## src/verilog/core_pause_pkg.sv

```systemverilog
//==============================================================
//==============================================================
package core_pause_pkg;
    // Mode control codes {c01, c00}
    localparam logic [1:0] MODE_READ       = 2'h0;
    localparam logic [1:0] MODE_READ_PAUSE = 2'h1;
    localparam logic [1:0] MODE_WRITE      = 2'h2;
    localparam logic [1:0] MODE_WRITE_BYTE = 2'h3;
    // Strobe delay timing
    localparam int STROBE_DELAY_NS  = 200;
    localparam int CLK_PERIOD_NS    = 40;
    localparam int STROBE_DELAY_CYC = (STROBE_DELAY_NS + CLK_PERIOD_NS - 1) / CLK_PERIOD_NS;
    localparam int DELAY_W          = 8;
    localparam logic [DELAY_W-1:0] DELAY_ZERO = 8'h00;
    localparam logic [DELAY_W-1:0] DELAY_ONE  = 8'h01;
endpackage

```

## src/verilog/core_memory_pause_restart_strobe.sv

```systemverilog
`timescale 1ns/100ps
module core_memory_pause_restart_strobe
    import core_pause_pkg::*;
(
    // Clock and reset
    input  wire logic       i_clk_sys,
    input  wire logic       i_rst_b,
    // Bus side
    input  wire logic       i_bus_init,
    input  wire logic       i_msyn,
    input  wire logic [1:0] i_mode,
    output logic            o_ssyn,
    // Timing chain events
    input  wire logic       i_chain_reset,
    input  wire logic       i_rw_clear,
    input  wire logic       i_chain_end,
    // Core array side
    output logic            o_read,
    output logic            o_write_restart_b,
    output logic            o_strobe,
    output logic            o_strobe_0,
    output logic            o_strobe_1,
    output logic            o_memory_select_lockout,
    output logic            o_pause
);
    typedef enum logic [1:0] {PH_IDLE, PH_CLK1, PH_CLK2, PH_RUN} phase_t;

    typedef struct packed {
        phase_t phase;
        logic   msyn_d;
        logic   chain_reset_d;
        logic   pause;
        logic   rw;
        logic   write_restart_flag;
        logic   wr_pulse;
        logic   strobe_armed_flag;
        logic   strobe;
        logic   ssyn;
        logic   memory_select_lockout;
        logic   timing_chain_run_flag;
    } state_t;
    state_t st_reg, st_next;

    logic       clk1;
    logic       clk2;
    logic       pause_d;
    logic       delay_running;
    logic       delay_done;
    logic [1:0] mode_q;

    assign clk1 = (st_reg.phase == PH_CLK1);
    assign clk2 = (st_reg.phase == PH_CLK2);

    //==========================================================
    // Mode latch and strobe delay
    mode_latch u_mode (
        .i_clk_sys (i_clk_sys),
        .i_rst_b   (i_rst_b),
        .i_init    (i_bus_init),
        .i_load    (clk1),
        .i_mode    (i_mode),
        .o_mode    (mode_q),
        .o_pause_d (pause_d)
    );

    strobe_delay_timer u_delay (
        .i_clk_sys (i_clk_sys),
        .i_rst_b   (i_rst_b),
        .i_init    (i_bus_init),
        .i_trigger (i_chain_reset && !st_reg.chain_reset_d),
        .o_running (delay_running),
        .o_done    (delay_done)
    );

    //==========================================================
    // Control sequencing
    always_comb begin
        st_next               = st_reg;
        st_next.msyn_d        = i_msyn;
        st_next.chain_reset_d = i_chain_reset;
        st_next.wr_pulse      = 1'b0;
        st_next.strobe        = 1'b0;

        case (st_reg.phase)
            PH_IDLE: begin
                if (i_msyn && !st_reg.msyn_d && !st_reg.memory_select_lockout) begin
                    st_next.phase = PH_CLK1;
                end
            end
            PH_CLK1: begin
                st_next.rw                    = !st_reg.pause;
                st_next.timing_chain_run_flag = 1'b1;
                st_next.phase                 = PH_CLK2;
            end
            PH_CLK2: begin
                st_next.memory_select_lockout = 1'b1;
                if (mode_q[1]) begin
                    st_next.ssyn = 1'b1;
                end
                st_next.phase = PH_RUN;
            end
            PH_RUN: begin
                if (!i_msyn) begin
                    st_next.phase = PH_IDLE;
                end
            end
            default: begin
                st_next.phase = PH_IDLE;
            end
        endcase

        // Slave sync asserted by strobe in reads; pause loads on that edge
        if (st_reg.strobe && !st_reg.ssyn && !mode_q[1]) begin
            st_next.ssyn  = 1'b1;
            st_next.pause = pause_d;
        end else if (clk2 && mode_q[1]) begin
            st_next.pause = 1'b0;
        end
        if (!i_msyn && st_reg.ssyn) begin
            st_next.ssyn = 1'b0;
        end

        if (i_rw_clear) begin
            st_next.rw = 1'b0;
        end

        // Write restart pulse
        if (st_reg.rw || st_reg.pause) begin
            st_next.write_restart_flag = 1'b0;
        end else if (!st_reg.write_restart_flag && st_reg.timing_chain_run_flag) begin
            st_next.wr_pulse           = 1'b1;
            st_next.write_restart_flag = 1'b1;
        end

        // Strobe one-shot
        if (i_chain_reset && !st_reg.chain_reset_d) begin
            st_next.strobe_armed_flag = 1'b1;
        end else if (delay_done && st_reg.strobe_armed_flag && st_reg.rw) begin
            st_next.strobe            = 1'b1;
            st_next.strobe_armed_flag = 1'b0;
        end else if (!delay_running) begin
            st_next.strobe_armed_flag = 1'b0;
        end

        // Chain end: lockout release
        if (i_chain_end) begin
            if (st_reg.rw && st_next.pause) begin
                st_next.memory_select_lockout = 1'b0;
                st_next.timing_chain_run_flag = 1'b0;
            end else if (!st_reg.rw && st_reg.write_restart_flag) begin
                st_next.memory_select_lockout = 1'b0;
                st_next.timing_chain_run_flag = 1'b0;
            end else if (!st_reg.rw && st_reg.pause) begin
                st_next.memory_select_lockout = 1'b0;
                st_next.timing_chain_run_flag = 1'b0;
            end
        end

        if (i_bus_init) begin
            st_next = '0;
        end
    end

    always_ff @(posedge i_clk_sys) begin
        if (!i_rst_b) begin
            st_reg <= '0;
        end else begin
            st_reg <= st_next;
        end
    end

    //==========================================================
    // Outputs
    assign o_read                  = st_reg.rw;
    assign o_write_restart_b       = !st_reg.wr_pulse;
    assign o_strobe                = st_reg.strobe;
    assign o_strobe_0              = st_reg.strobe;
    assign o_strobe_1              = st_reg.strobe;
    assign o_memory_select_lockout = st_reg.memory_select_lockout;
    assign o_pause                 = st_reg.pause;
    assign o_ssyn                  = st_reg.ssyn;
endmodule // core_memory_pause_restart_strobe

```

## src/verilog/strobe_delay_timer.sv

```systemverilog
`timescale 1ns/100ps
module strobe_delay_timer
    import core_pause_pkg::*;
#(
    parameter logic [DELAY_W-1:0] DELAY_CYC = DELAY_W'(STROBE_DELAY_CYC)
) (
    // Clock and reset
    input  wire logic i_clk_sys,
    input  wire logic i_rst_b,
    input  wire logic i_init,
    // Trigger and status
    input  wire logic i_trigger,
    output logic      o_running,
    output logic      o_done
);
    typedef struct packed {
        logic [DELAY_W-1:0] count;
        logic               done;
    } state_t;
    state_t st_reg, st_next;

    always_comb begin
        st_next      = st_reg;
        st_next.done = 1'b0;
        if (i_trigger && st_reg.count == DELAY_ZERO) begin
            st_next.count = DELAY_CYC;
        end else if (st_reg.count != DELAY_ZERO) begin
            st_next.count = st_reg.count - DELAY_ONE;
            st_next.done  = (st_reg.count == DELAY_ONE);
        end
        if (i_init) begin
            st_next = '0;
        end
    end

    always_ff @(posedge i_clk_sys) begin
        if (!i_rst_b) begin
            st_reg <= '0;
        end else begin
            st_reg <= st_next;
        end
    end

    assign o_running = (st_reg.count != DELAY_ZERO);
    assign o_done    = st_reg.done;
endmodule // strobe_delay_timer

```

## src/verilog/mode_latch.sv

```systemverilog
`timescale 1ns/100ps
module mode_latch
    import core_pause_pkg::*;
(
    // Clock and reset
    input  wire logic       i_clk_sys,
    input  wire logic       i_rst_b,
    input  wire logic       i_init,
    // Mode lines
    input  wire logic       i_load,
    input  wire logic [1:0] i_mode,
    output logic [1:0]      o_mode,
    output logic            o_pause_d
);
    typedef struct packed {
        logic [1:0] mode;
    } state_t;
    state_t st_reg, st_next;

    always_comb begin
        st_next = st_reg;
        if (i_load) begin
            st_next.mode = i_mode;
        end
        if (i_init) begin
            st_next = '0;
        end
    end

    always_ff @(posedge i_clk_sys) begin
        if (!i_rst_b) begin
            st_reg <= '0;
        end else begin
            st_reg <= st_next;
        end
    end

    assign o_mode    = st_reg.mode;
    assign o_pause_d = (st_reg.mode == MODE_READ_PAUSE);
endmodule // mode_latch

```

## config.mk

```make
export PLATFORM = sky130hd
export DESIGN_NAME = core_memory_pause_restart_strobe
export DESIGN_NICKNAME = d
export VERILOG_FILES = /design/src/verilog/core_pause_pkg.sv /design/src/verilog/core_memory_pause_restart_strobe.sv /design/src/verilog/strobe_delay_timer.sv /design/src/verilog/mode_latch.sv
export SDC_FILE = /design/constraint.sdc
export NUM_CORES = 1
export LEC_CHECK = 0
export BUFFER_PORTS_ARGS = -buffer_cell sky130_fd_sc_hd__buf_2
export CAP_MARGIN = 40
export CORE_MARGIN = 2
export CORE_UTILIZATION = 59
export CTS_CLUSTER_SIZE = 30
export DETAILED_ROUTE_END_ITERATION = 10
export HOLD_SLACK_MARGIN = 0.12
export PLACE_DENSITY = 0.94
export SLEW_MARGIN = 20
export SYNTH_ARGS = -nofsm -noshare
export SYNTH_HDL_FRONTEND = slang
export SYNTH_HIERARCHICAL = 1
export SYNTH_SLANG_ARGS = --single-unit
```

## constraint.sdc

```tcl
create_clock -name i_clk_sys -period 2.85 [get_ports i_clk_sys]
set_input_delay 0.1425 -clock i_clk_sys [delete_from_list [all_inputs] [get_ports i_clk_sys]]
set_output_delay 0.1425 -clock i_clk_sys [all_outputs]
set_load 0.05 [all_outputs]
```

==> metrics.cfg <==
[status]
outcome = finished, final reports clean

[floorplanning]
start_util = 0.6132
dieArea_mm2 = 0.002348
rows = 16
core-area_mm2 = 0.001902
num_io_pins = 17
die_x_um = 48.46
die_y_um = 48.46

[critical_path]
slowest_delay_ps = 490
start_kind = register
crit_chain = inv_1, ha_1, nor4b_1, nand2_1, a31oi_1, nor2_1
cp-end-kind = register
crit_buf_inv = 1
arrival_ps = 2080
rrSetupSlack_ps = 980
worstPathMaxFanout = 5
critical_path_class = register to register
cp_slowest_cell = nor4b_1
required_ps = 3050
cp_top_family = simple AND/OR/NAND/NOR gates

[flow_run]
drv_cap = 0

[detailed_routing]
vias = 964
wire_per_inst_um = 13.82
drc = 0
route.antenna.remaining_nets = 0
vias_per_cell = 5.671
drt_iter0_drc = 14
routed_wl_um = 2350
firstDrtPassIters = 4

[placed_design]
port_buffers = 16
dp_slack_ps = 1111
place.gp.congestion = 0.8690
dp_hpwl_um = 1718

[power_and_ir_drop]
p_sw_w = 0.0003065
clock_power_share = 0.256
ir_drop_mv = 0.4970
p_leak_nw = 0.5700
internal_power_w = 0.0006404
powerDensity_mw_per_mm2 = 689.2
seqPwrFrac = 0.428
pwr-share-comb = 0.316
swShare = 0.3237

[finish]
n_antenna_cell = 0
mostFrequentLayoutCell = dfxtp_1
layout.nets = 161
layout-drive-gt1-share = 0.2098
final_cell_mix = dfxtp_1 (24), buf_2 (16), nor2_1 (10)
syn2layout_area_growth_pct = 17.81

[clock_tree]
clkSinkCount = 24
cts_tree = built
cts_max_path_buffers = 2
cts_buffers = 3
clk_latency_ps = 310
cts_root_buf = clkbuf_4
ctsHtreeMaxLevel = 1
clkTransAtPathRegs_ps = 130

[global_routing]
grt_usage = 0.2177
grt_pass1_wl_um = 4050
grt_pass1_vias = 927
grt_overflow = 0
grt_max_degree = 15
antenna_found_initial = 0

[yosys]
synth_cell_types = 47
synth-main-ff-cell = dfxtp_1
synth_edf_count = 0
syn_nets = 137
synth.cell_area_mm2 = 0.001166
yosysWarnings = 6
syn_avg_cell_area_um2 = 9.718
synthArstFlopShare = 0
synth_cells = 120
synth-seq-cells = 24
ys_seq_area_frac = 0.4120

[sta]
finalSetupViolCount = 0
hold_violations = 0
fin_crit_sh = 0.6566
rsz0062_at_grt = false
whs_ps = 138.9
max-slew-margin-rel = 0.6255
fin_ws_ps = 978.7
fin_tns_setup_ps = 0
fmax_mhz = 534.4
worst_pin_slew_ps = 554.0
layout_min_cycle_time_ps = 1871
skew_ps = 7.624
maxSlewViolCount = 0

[worst_hold_path]
hold_path_class = primary input to register

==> metal layers <==
metal	track usage	vias up	share of wire
met4	0.07143	0	0.0055
met3	0.03395	2	0.043
met2	0.4120	26	0.53
met1	0.2485	454	0.42
li1	-	482	-
met5	0	-	0
==> through the flow <==
stage | instances | power [W] | util | instance area [um2]
after floorplan | 120 | 0.0006327 | - | 1166
after global placement | 160 | 0.0006777 | 0.6632 | 1261
after detailed placement | 160 | 0.0006957 | 0.6632 | 1261
after CTS | 170 | 0.0009437 | 0.7224 | 1374
after global routing | 170 | 0.0009957 | 0.7224 | 1374
final | 170 | 0.0009468 | 0.7224 | 1374
==> repair_timing <==
item / CTS / global route
hold endpoints to repair: 5 / 0
setup buffers: 0 / 0
hold buffers: 6 / 0
endpoints found under the setup margin: 0 / 0
gates resized for setup: 0 / 0
==> final timing paths <==
kind,from,end,cells past startpoint
max,u_delay/st_reg[1]$_SDFFE_PP0P_,st_reg[4]$_SDFFE_PP0P_,6
min reg2reg,st_reg[0]$_SDFF_PP0_,st_reg[5]$_SDFF_PP0_,2
min,i_rst_b,u_mode/o_mode[1]$_SDFFE_PP0P_,3
max reg2reg,u_delay/st_reg[1]$_SDFFE_PP0P_,st_reg[4]$_SDFFE_PP0P_,6
==> worst register-to-register path, delay by kind of cell, from the launching register on <==
kind            cells  cell delay (ps)
compound gates      1              250
fa+ha+maj           1              220
buf+inv             1              150
flops               1              370
simple gates        3              790
==> synth_stat cells (2+ instances only) <==
cell,n,area (um2)
nor3_1,2,10.01
nor4b_1,2,17.52
a21oi_1,4,20.02
buf_4,2,15.01
nand2b_1,6,37.54
inv_1,6,22.52
xnor2_1,2,17.52
o21a_1,3,22.52
nor2_1,10,37.54
or3_1,2,12.51
mux2i_1,4,40.04
ha_1,8,100.1
nor4_1,3,18.77
nor2b_1,3,18.77
o21ai_1,2,10.01
dfxtp_1,24,480.5
a211oi_1,2,15.01
nand2_1,6,22.52
==> final cells by class <==
cell class | instances | area (um2)
Clock buffer | 3 | 22.52
Clock inverter | 1 | 30.03
Fill cell | 127 | 528.0
Inverter | 6 | 22.52
Multi-Input combinational cell | 87 | 644.4
Sequential cell | 24 | 480.5
Tap cell | 27 | 33.78
Timing Repair Buffer | 22 | 140.1
==> power groups by stage <==
stage | Combinational (W) | Clock, W | Sequential, W
3_5_place_dp | 0.000284 | 0 | 0.000411
6_report | 0.000300 | 0.000242 | 0.000405
4_1_cts | 0.000294 | 0.000245 | 0.000404
5_1_grt | 0.000326 | 0.000259 | 0.000410
2_1_floorplan | 0.000230 | 0 | 0.000403
3_3_place_gp | 0.000270 | 0 | 0.000408
==> kinds of logic (layout without fill, tap and decap cells) <==
| kind of cell | after synthesis | in the layout | share of synthesized area |
|---|---|---|---|
| flip-flops | 24 | 24 | 0.4120 |
| AND/OR/NAND/NOR | 49 | 49 | 0.2575 |
| adder cells (fa/ha/maj) | 8 | 8 | 0.08584 |
| XOR/XNOR | 2 | 2 | 0.01502 |
| buffers and inverters | 9 | 32 | 0.03540 |
| AO/OA/AOI/OAI | 24 | 24 | 0.1599 |
| multiplexers | 4 | 4 | 0.03434 |
Power figures use the tool's default switching activity.
